## src/rtl/tws_pkg.sv

```systemverilog
// Behaviour
// - respond only when received address equals upper seven own-address bits
// - own-address bit 0 set enables response to general call 0x00
// - matched address with write bit enters slave receive, read bit otherwise; here a read address is not acknowledged and the slave goes back to idle
// - own address plus write received sets event flag and valid status
// - addressed after lost arbitration reports 0x68 own or 0x78 general call
// - ack enable cleared mid-transfer gives not-acknowledge after next byte
// - ack enable zero: own address not acknowledged, bus still watched
// - with interface clock stopped, address match via bus clock wakes part
// - after waking match, SCL held low until software clears event flag
// - data register need not hold last bus byte after such wake-up
// - status 0x60: own address with write received and acknowledged
// - status 0x70: general call received and acknowledged
// - status 0x80: data acknowledged under own address, byte in data register
// - clearing flag in addressed states receives next byte, acked per ack enable
// - status 0x88: data not acknowledged, then not-addressed slave
// - leaving 0x88, recognition follows ack enable and general call enable
// - status 0x78: lost arbitration then general call acknowledged
package tws_pkg;
  // ---------------------------------------------------------------
  // register indices
  // ---------------------------------------------------------------
  localparam logic [1:0] REG_CTRL = 2'h0;
  localparam logic [1:0] REG_STAT = 2'h1;
  localparam logic [1:0] REG_DATA = 2'h2;
  localparam logic [1:0] REG_ADDR = 2'h3;
  // ---------------------------------------------------------------
  // control field positions
  // ---------------------------------------------------------------
  localparam int B_EVENT_FLAG = 7;
  localparam int B_ACK_ENABLE = 6;
  localparam int B_START_REQUEST = 5;
  localparam int B_STOP_REQUEST = 4;
  localparam int B_WRITE_COLLISION = 3;
  localparam int B_INTERFACE_ENABLE = 2;
  localparam int B_IRQ_ENABLE = 0;
  localparam int B_GENERAL_CALL_ENABLE = 0;
  // ---------------------------------------------------------------
  // reset values
  // ---------------------------------------------------------------
  localparam logic [7:0] RST_OWN_ADDR = 8'hFE;
  localparam logic [7:0] RST_DATA = 8'hFF;
  localparam logic [1:0] RST_PRESCALE = 2'h0;
  // ---------------------------------------------------------------
  // status codes
  // ---------------------------------------------------------------
  localparam logic [7:0] ST_OWN_W = 8'h60;
  localparam logic [7:0] ST_ARB_OWN_W = 8'h68;
  localparam logic [7:0] ST_GCALL = 8'h70;
  localparam logic [7:0] ST_ARB_GCALL = 8'h78;
  localparam logic [7:0] ST_OWN_DATA_ACK = 8'h80;
  localparam logic [7:0] ST_OWN_DATA_NACK = 8'h88;
  localparam logic [7:0] ST_GC_DATA_ACK = 8'h90;
  localparam logic [7:0] ST_GC_DATA_NACK = 8'h98;
  localparam logic [7:0] ST_STOP_RESTART = 8'hA0;
  localparam logic [7:0] ST_NO_INFO = 8'hF8;
  localparam logic [7:0] GENERAL_CALL_ADDRESS = 8'h00;
  // ---------------------------------------------------------------
  // types
  // ---------------------------------------------------------------
  typedef struct packed {
    logic wr;
    logic rd;
    logic [1:0] addr;
    logic [7:0] wdata;
  } tws_bus_req_t;

  typedef enum logic [2:0] {
    S_IDLE = 3'b000,
    S_ADDR = 3'b001,
    S_AWAIT = 3'b010,
    S_AACK = 3'b011,
    S_HOLD = 3'b100,
    S_DATA = 3'b101,
    S_DWAIT = 3'b110,
    S_DACK = 3'b111
  } tws_state_t;
endpackage

```

## src/rtl/tws_slave_rx.sv

```systemverilog
`timescale 1ns/100ps
`default_nettype none
module tws_slave_rx (
  // clock and reset
  input wire logic clk,
  input wire logic srst,
  // register port
  input wire tws_pkg::tws_bus_req_t bus_req,
  output logic [7:0] rd_data,
  // bus pins, open drain
  input wire logic scl_in,
  output logic scl_out,
  output logic scl_oe,
  input wire logic sda_in,
  output logic sda_out,
  output logic sda_oe,
  // system
  input wire logic arb_lost,
  input wire logic sleep_mode,
  output logic wake_req
);
  import tws_pkg::*;

  // ---------------------------------------------------------------
  // registers
  // ---------------------------------------------------------------
  logic event_flag;
  logic ack_enable;
  logic start_request;
  logic stop_request;
  logic interface_enable;
  logic irq_enable;
  logic [7:0] own_address_reg;
  logic [7:0] link_data_reg;
  logic [7:0] status_code;
  logic [1:0] prescale;
  tws_state_t st;
  logic [7:0] shift;
  logic [2:0] bit_cnt;
  logic gc_sel;
  logic ack_next;
  logic nacked;

  // ---------------------------------------------------------------
  // pin synchronisers and bus events
  // ---------------------------------------------------------------
  logic scl_m, scl_s, scl_d, sda_m, sda_s, sda_d;
  always_ff @(posedge clk) begin
    if (srst) begin
      scl_m <= 1'b1;
      scl_s <= 1'b1;
      scl_d <= 1'b1;
      sda_m <= 1'b1;
      sda_s <= 1'b1;
      sda_d <= 1'b1;
    end else begin
      scl_m <= scl_in;
      scl_s <= scl_m;
      scl_d <= scl_s;
      sda_m <= sda_in;
      sda_s <= sda_m;
      sda_d <= sda_s;
    end
  end

  logic scl_rise, scl_fall, bus_start, bus_stop;
  assign scl_rise = scl_s & ~scl_d;
  assign scl_fall = ~scl_s & scl_d;
  assign bus_start = scl_s & scl_d & sda_d & ~sda_s;
  assign bus_stop = scl_s & scl_d & ~sda_d & sda_s;

  // ---------------------------------------------------------------
  // address decode
  // ---------------------------------------------------------------
  logic own_hit, gc_hit, addr_hit, flag_clear, addressed;
  assign own_hit = (shift[7:1] == own_address_reg[7:1]);
  assign gc_hit = (shift == GENERAL_CALL_ADDRESS) & own_address_reg[B_GENERAL_CALL_ENABLE];
  assign addr_hit = interface_enable & ack_enable & ((own_hit & ~shift[0]) | gc_hit);
  assign flag_clear = bus_req.wr & (bus_req.addr == REG_CTRL) & bus_req.wdata[B_EVENT_FLAG];
  assign addressed = (st == S_AACK) | (st == S_DATA) | (st == S_DWAIT) | (st == S_DACK);

  // ---------------------------------------------------------------
  // bus state machine
  // ---------------------------------------------------------------
  always_ff @(posedge clk) begin
    if (srst) begin
      st <= S_IDLE;
      bit_cnt <= 3'h0;
      shift <= 8'h00;
      gc_sel <= 1'b0;
      ack_next <= 1'b0;
      nacked <= 1'b0;
    end else if (!interface_enable || bus_stop) begin
      st <= S_IDLE;
    end else if (bus_start) begin
      st <= S_ADDR;
      bit_cnt <= 3'h0;
    end else begin
      case (st)
        S_IDLE: begin
          st <= S_IDLE;
        end
        S_ADDR: begin
          if (scl_rise) begin
            shift <= {shift[6:0], sda_s};
            bit_cnt <= bit_cnt + 3'h1;
            if (bit_cnt == 3'h7) begin
              st <= S_AWAIT;
            end
          end
        end
        S_AWAIT: begin
          // read direction and misses drop back to watching
          if (scl_fall) begin
            st <= addr_hit ? S_AACK : S_IDLE;
            gc_sel <= gc_hit;
          end
        end
        S_AACK: begin
          if (scl_fall) begin
            st <= S_HOLD;
            nacked <= 1'b0;
          end
        end
        S_HOLD: begin
          if (flag_clear) begin
            st <= nacked ? S_IDLE : S_DATA;
            ack_next <= bus_req.wdata[B_ACK_ENABLE];
            bit_cnt <= 3'h0;
          end
        end
        S_DATA: begin
          if (scl_rise) begin
            shift <= {shift[6:0], sda_s};
            bit_cnt <= bit_cnt + 3'h1;
            if (bit_cnt == 3'h7) begin
              st <= S_DWAIT;
            end
          end
        end
        S_DWAIT: begin
          if (scl_fall) begin
            st <= S_DACK;
            // ack decided late, so a mid-byte ack enable clear still counts
            ack_next <= ack_enable;
          end
        end
        S_DACK: begin
          if (scl_fall) begin
            st <= S_HOLD;
            nacked <= ~ack_next;
          end
        end
        default: begin
          st <= S_IDLE;
        end
      endcase
    end
  end

  // ---------------------------------------------------------------
  // pin drivers
  // ---------------------------------------------------------------
  assign scl_out = 1'b0;
  assign sda_out = 1'b0;
  always_ff @(posedge clk) begin
    if (srst) begin
      sda_oe <= 1'b0;
      scl_oe <= 1'b0;
    end else begin
      sda_oe <= ((st == S_AWAIT) & scl_fall & addr_hit & ~bus_start & ~bus_stop)
        | ((st == S_AACK) & ~scl_fall)
        | ((st == S_DWAIT) & scl_fall & ack_enable & ~bus_start & ~bus_stop)
        | ((st == S_DACK) & ack_next & ~scl_fall);
      scl_oe <= (st == S_HOLD) & event_flag & ~flag_clear;
    end
  end

  // ---------------------------------------------------------------
  // event flag and status
  // ---------------------------------------------------------------
  logic set_flag;
  logic [7:0] next_code;
  always_comb begin
    set_flag = 1'b0;
    next_code = status_code;
    if (addressed && (bus_stop || bus_start)) begin
      set_flag = 1'b1;
      next_code = ST_STOP_RESTART;
    end else if (st == S_AACK && scl_fall) begin
      set_flag = 1'b1;
      if (gc_sel) begin
        next_code = arb_lost ? ST_ARB_GCALL : ST_GCALL;
      end else begin
        next_code = arb_lost ? ST_ARB_OWN_W : ST_OWN_W;
      end
    end else if (st == S_DACK && scl_fall) begin
      set_flag = 1'b1;
      if (gc_sel) begin
        next_code = ack_next ? ST_GC_DATA_ACK : ST_GC_DATA_NACK;
      end else begin
        next_code = ack_next ? ST_OWN_DATA_ACK : ST_OWN_DATA_NACK;
      end
    end else if (flag_clear && !event_flag) begin
      next_code = ST_NO_INFO;
    end
  end

  always_ff @(posedge clk) begin
    if (srst) begin
      event_flag <= 1'b0;
      status_code <= ST_NO_INFO;
    end else begin
      status_code <= flag_clear & ~set_flag ? ST_NO_INFO : next_code;
      // hardware set beats software clear
      if (set_flag) begin
        event_flag <= 1'b1;
      end else if (flag_clear) begin
        event_flag <= 1'b0;
      end
    end
  end

  always_ff @(posedge clk) begin
    if (srst) begin
      wake_req <= 1'b0;
    end else if (st == S_AACK && scl_fall && sleep_mode) begin
      wake_req <= 1'b1;
    end else if (flag_clear) begin
      wake_req <= 1'b0;
    end
  end

  // ---------------------------------------------------------------
  // register file
  // ---------------------------------------------------------------
  always_ff @(posedge clk) begin
    if (srst) begin
      ack_enable <= 1'b0;
      start_request <= 1'b0;
      stop_request <= 1'b0;
      interface_enable <= 1'b0;
      irq_enable <= 1'b0;
      own_address_reg <= RST_OWN_ADDR;
      prescale <= RST_PRESCALE;
    end else if (bus_req.wr) begin
      case (bus_req.addr)
        REG_CTRL: begin
          ack_enable <= bus_req.wdata[B_ACK_ENABLE];
          start_request <= bus_req.wdata[B_START_REQUEST];
          stop_request <= bus_req.wdata[B_STOP_REQUEST];
          interface_enable <= bus_req.wdata[B_INTERFACE_ENABLE];
          irq_enable <= bus_req.wdata[B_IRQ_ENABLE];
        end
        REG_STAT: begin
          prescale <= bus_req.wdata[1:0];
        end
        REG_ADDR: begin
          own_address_reg <= bus_req.wdata;
        end
        default: begin
          prescale <= prescale;
        end
      endcase
    end
  end

  // received bytes are not captured while sleeping, saving the update
  always_ff @(posedge clk) begin
    if (srst) begin
      link_data_reg <= RST_DATA;
    end else if (st == S_DACK && scl_fall && !sleep_mode) begin
      link_data_reg <= shift;
    end else if (bus_req.wr && bus_req.addr == REG_DATA) begin
      link_data_reg <= bus_req.wdata;
    end
  end

  always_ff @(posedge clk) begin
    if (srst) begin
      rd_data <= 8'h00;
    end else if (bus_req.rd) begin
      case (bus_req.addr)
        REG_CTRL: rd_data <= {event_flag, ack_enable, start_request, stop_request,
                              1'b0, interface_enable, 1'b0, irq_enable};
        REG_STAT: rd_data <= {status_code[7:3], 1'b0, prescale};
        REG_DATA: rd_data <= link_data_reg;
        REG_ADDR: rd_data <= own_address_reg;
        default: rd_data <= 8'h00;
      endcase
    end
  end
endmodule // tws_slave_rx
`default_nettype wire

```

## config.mk

```make
export PLATFORM = sky130hd
export DESIGN_NAME = tws_slave_rx
export DESIGN_NICKNAME = d
export VERILOG_FILES = /design/src/rtl/tws_pkg.sv /design/src/rtl/tws_slave_rx.sv
export SDC_FILE = /design/constraint.sdc
export NUM_CORES = 1
export LEC_CHECK = 0
export CAP_MARGIN = 40
export CORE_ASPECT_RATIO = 0.9
export CORE_MARGIN = 4
export CORE_UTILIZATION = 30
export CTS_CLUSTER_DIAMETER = 100
export DETAILED_ROUTE_END_ITERATION = 16
export DONT_BUFFER_PORTS = 1
export HOLD_SLACK_MARGIN = 0.15
export MAX_ROUTING_LAYER = met4
export PLACE_DENSITY = 0.45
export SYNTH_ARGS = -nofsm -noshare
export SYNTH_HDL_FRONTEND = slang
export SYNTH_SLANG_ARGS = --single-unit
```

## constraint.sdc

```tcl
create_clock -name clk -period 3.3 [get_ports clk]
set_input_delay 0.99 -clock clk [delete_from_list [all_inputs] [get_ports clk]]
set_output_delay 0.99 -clock clk [all_outputs]
set_load 0.1 [all_outputs]
```

# == Word level (Yosys, flattened, before mapping) ==
# Cells that the tools add are included.
# totals
register_bits,66
in_bits,18
output_inout_bits,13
elab_cells,186
# op_classes
add_sub_neg,1
n_eq_ne,31
muxes,41
n_bitwise,46
n_reduce_logical,39
# ops
operator,count
$mux 8,5
$mux 3,12
$pmux 8 s4,1
$and 1x1->1,27
$pmux 3 s7,1
$ne 3x3->1 const B,6
$mux 4,4
$ne 2x2->1 const B,8
$reduce_and 8->1,2
$eq 3x3->1 const B,5
$not 1->1,12
$reduce_and 4->1,3
$mux 1,11
$mux 5,2
$reduce_and 5->1,2
$reduce_bool 2->1,5
$logic_not 8->1,1
$reduce_or 2->1,4
$eq 7x7->1,1
$logic_and 1x1->1,7
$mux 7,1
$or 1x1->1,7
$eq 3x2->1 const B,2
$ne 3x1->1 const B,2
other kinds (17),27

# == Depth between registers and ports, before layout ==
# logic_depth
depth_word,10
mapped_depth,9
depth_no_buf,6

# == Worst setup path after synthesis ==
# OpenSTA, ideal clock, no wires.
# synth_path
kind,in2reg
from,input bus_req[8] (netlist bit)
to,register bit_cnt[0]
setup_time_ps,121
arrival_time_ps,2202
t_required_ps,3179
slack_ps,977
cell_stages,6
n_path_buf,1
path_cell_list,buf_2 nor3b_4 nand3_2 o22ai_1 a31oi_1 mux2_2
# synth_between
elab_chain_len,5
# synth_rtl
item,line_no,source
from (decl),tws_slave_rx.sv:8,"input wire tws_pkg::tws_bus_req_t bus_req,"
$logic_not 2->1,tws_slave_rx.sv:79,assign flag_clear = bus_req.wr & (bus_req.addr == REG_CTRL) & bus_req.wdata[B_EVENT_FLAG];
$and 1x1->1 (2 in a row),tws_slave_rx.sv:79,
$ne 3x3->1 (no source line),-,
$reduce_and 4->1 (no source line),-,
to (signal assigned),tws_slave_rx.sv:106,bit_cnt <= bit_cnt + 3'h1;
to (signal assigned),tws_slave_rx.sv:135,bit_cnt <= bit_cnt + 3'h1;
to (decl),tws_slave_rx.sv:39,logic [2:0] bit_cnt;
# Every way passes these cells.
# A chain may end at the register's enable or synchronous reset.

# == Worst setup path after layout ==
# layout_path
from,register st[1]
to,register link_data_reg[3]
# layout_between
elab_chain_len,4
elab_cells_between_ends,5
cone_classes,eq/ne: 1; mux: 1; reduce/logical: 3
# layout_rtl
item,line_no,source
from (decl),tws_slave_rx.sv:37,tws_state_t st;
from (signal assigned),tws_slave_rx.sv:115,st <= addr_hit ? S_AACK : S_IDLE;
from (signal assigned),tws_slave_rx.sv:127,st <= nacked ? S_IDLE : S_DATA;
$eq 3x3->1 (*),tws_slave_rx.sv:272,end else if (st == S_DACK && scl_fall && !sleep_mode) begin
$logic_and 1x1->1 (*) (2 in a row),tws_slave_rx.sv:272,
$mux 8 / $reduce_bool 2->1 (equally long branches),-,
to (signal assigned),tws_slave_rx.sv:273,link_data_reg <= shift;
to (signal assigned),tws_slave_rx.sv:275,link_data_reg <= bus_req.wdata;
to (decl),tws_slave_rx.sv:34,logic [7:0] link_data_reg;
# Every way passes the cells marked *; elsewhere a longest branch is shown, timed or not.

==> results.toml <==
[floorplan]
core_area_um2 = 9657
rows = 34
die_w_um = 113.0
initial_core_util = 0.3080
die_y_um = 102.5
fp.dieArea_um2 = 11570
io_pins = 31

[power_and_ir_drop]
intPower_mw = 1.295
power.switching_mw = 0.4341
p_leak_nw = 1.424
swShare = 0.2511
clkPwrFrac = 0.434
p_comb_frac = 0.101
ir_drop_mv = 0.1633
powerDensity_nw_per_um2 = 513.6
seqPwrFrac = 0.465

[setup_path]
cp.required_ns = 3.56
crit_path_start = "st[1]"
cp_cell_sequence = "and4b_1, nand2_4, or2_1, and3_2, o21ai_1"
crit_buf_inv = 0
cp-endpoint = "link_data_reg[3]"
cp_slowest_cell = "dfxtp_1"
path_max_fanout = 16
start_kind = "flip-flop"
crit_path_end_kind = "flip-flop"
critical_path_depth = 5
slowest_delay_ns = 0.59
timing.rr.start = "st[1]"
worstPathArrival_ns = 2.30
path_delay_family = "simple AND/OR/NAND/NOR gates"
criticalPathCategory = "flip-flop to flip-flop"
r2r_cells = 5
reg2reg_setup_slack_ns = 1.26
r2r-end = "link_data_reg[3]"

[cells_and_area]
finalInstanceArea_um2 = 3366
fin_nets = 354
syn2layout_area_growth_pct = 13.17
multi_input_area_um2 = 1529
fillers = 967
ff_latch_area_um2 = 1261
diodes = 0
final_util = 0.3485
drive_gt1_frac = 0.1504

[logic_synthesis]
muxShareOfSynthArea = 0.1170
synth-edff-count = 0
synth_commonest_cells = "63 x dfxtp_1, 50 x nor2_1, 48 x nand2_1, 19 x mux2i_1, 13 x nand3_1"
avgSynthCellArea_um2 = 8.878
synth_xor_area_frac = 0.02356
syn-instance-count = 335
synth_most_common_cell = "dfxtp_1"
synth_fa_ha_area_frac = 0.008414
ys_seq_area_frac = 0.4241
yosys_warnings = 0
synth_area_leaders = "dfxtp_1 42%, mux2i_1 6.4%, nor2_1 6.3%"
synth_top_cell_area_share = 0.4241
ys.flop_type = "dfxtp_1"
synth_area_leader_cell = "dfxtp_1"
syn-cell-area_um2 = 2974
ys_types = 57
async_flop_share = 0
synth-simple-area-share = 0.2474
synth_top_family_by_area = "simple AND/OR/NAND/NOR gates"
synth_compound_area_frac = 0.1153
ys_ff_latch = 63

[timing]
finalCritPeriodShare = 0.6175
rsz0062_at_grt = "false"
setup_viol = 0
finalCriticalPeriod_ns = 2.038
hold_viol_final = 0
clock_skew_ns = 0.008937
worst_pin_slew_ns = 0.6786
slew_violations = 0
setup_tns_ns = 0
slew_headroom = 0.5459
max_freq_mhz = 490.7

[routing]
drtAntennaViolNets = 0
drt_iter0_drc = 162
via_per_inst = 4.920
routed_wl_um = 7228
drt_first_pass_iters = 4
wl_per_cell_um = 15.54
vias = 2288
remaining_drc_errors = 0

[clock_network]
postCtsSetupRepairBufs = 0
cts.htree.levels = 3
clock-root-buffer = "clkbuf_8"
cts_hold_buf = 0
clkTransAtPathRegs_ns = 0.07
cts_tree = "done"
clock-sinks = 63
ctsResizeCount = 0
numCtsBuffers = 9
clock_path_buffers = 2
clk_latency_ns = 0.34

[min_path]
hold_path_class = "flip-flop to flip-flop"

[grt]
gr-total-overflow = 0
track_usage = 0.1349
grt_pass1_vias = 2167
antenna_found_initial = 0
grt_max_degree = 43
grt_pass1_wl_um = 11780

[placement]
dp_hpwl_um = 5108
placed_area_um2 = 3143
io_buffers = 0
gp_congestion = 0.7827

[status]
outcome = "finished clean"

[run]
maxCapViolCount = 0
[layer usage]
metal	up-vias	track usage	share of wire
met1	1078	0.1797	0.47
li1	1159	-	-
met2	45	0.2031	0.47
met3	6	0.03967	0.050
met5	-	-	0
met4	0	0.03050	0.0087
[metrics by stage]
step	power, mW	hold slack (ns)	worst slack [ns]	std cells
2_1_floorplan	0.9699	0.3895	0.9769	336
3_3_place_gp	0.9700	0.3938	1.015	438
3_5_place_dp	0.9960	0.3923	1.018	449
4_1_cts	1.756	0.4096	1.278	465
5_1_grt	1.797	0.4346	1.132	465
6_report	1.729	0.4093	1.262	465
[worst min path at each step]
stage	startpoint	to	slack [ns]	cells after the start
2_1_floorplan	scl_m	scl_s	0.39	1
3_3_place_gp	sda_m	sda_s	0.39	1
3_5_place_dp	scl_m	scl_s	0.39	1
4_1_cts	scl_m	scl_s	0.41	1
5_1_grt	scl_m	scl_s	0.43	1
6_report	scl_m	scl_s	0.41	1
[final cells by class]
class,count,area share
flip-flops and latches,63,0.3747
clock buffers,11,0.04201
well taps,126,0.04684
repair buffers,12,0.05130
inverters,6,0.006691
multi-input cells,242,0.4543
clock inverters,5,0.02416
[worst reg2reg max path, delay by kind of cell (launching register included)]
| kind | cells | cell delay [ns] |
|---|---|---|
| flip-flops | 1 | 0.59 |
| AND/OR/NAND/NOR | 4 | 1.27 |
| AO/OA/AOI/OAI | 1 | 0.10 |
[cells in the final DEF (no fill, tap or decap), drive strengths merged, types with 5 or more instances in the layout]
cell	Yosys	final
inv	6	6
xor2	8	8
a21oi	8	8
dfxtp	63	63
mux4	5	5
clkbuf	14	11
mux2i	19	19
or2	7	7
nand2	49	49
buf	11	12
and3	10	10
o21ai	11	11
nand3	14	14
nor2	50	50
[cell families (layout without fill, tap and decap cells)]
| kind of cell | count (synthesis) | after routing |
|---|---|---|
| AO/OA/AOI/OAI | 49 | 49 |
| XOR/XNOR | 8 | 8 |
| adder cells (fa/ha/maj) | 2 | 2 |
| buffers and inverters | 31 | 34 |
| flip-flops | 63 | 63 |
| multiplexers | 28 | 28 |
| other | 1 | 2 |
| AND/OR/NAND/NOR | 153 | 153 |
[power groups by stage]
stage	sequential, mW	combinational [mW]	clock (mW)
detailed placement	0.822	0.175	0
global route	0.807	0.185	0.805
floorplan	0.869	0.101	0
CTS	0.804	0.175	0.777
global placement	0.878	0.0924	0
finish	0.804	0.174	0.751
(Power assumes the default switching activity.)
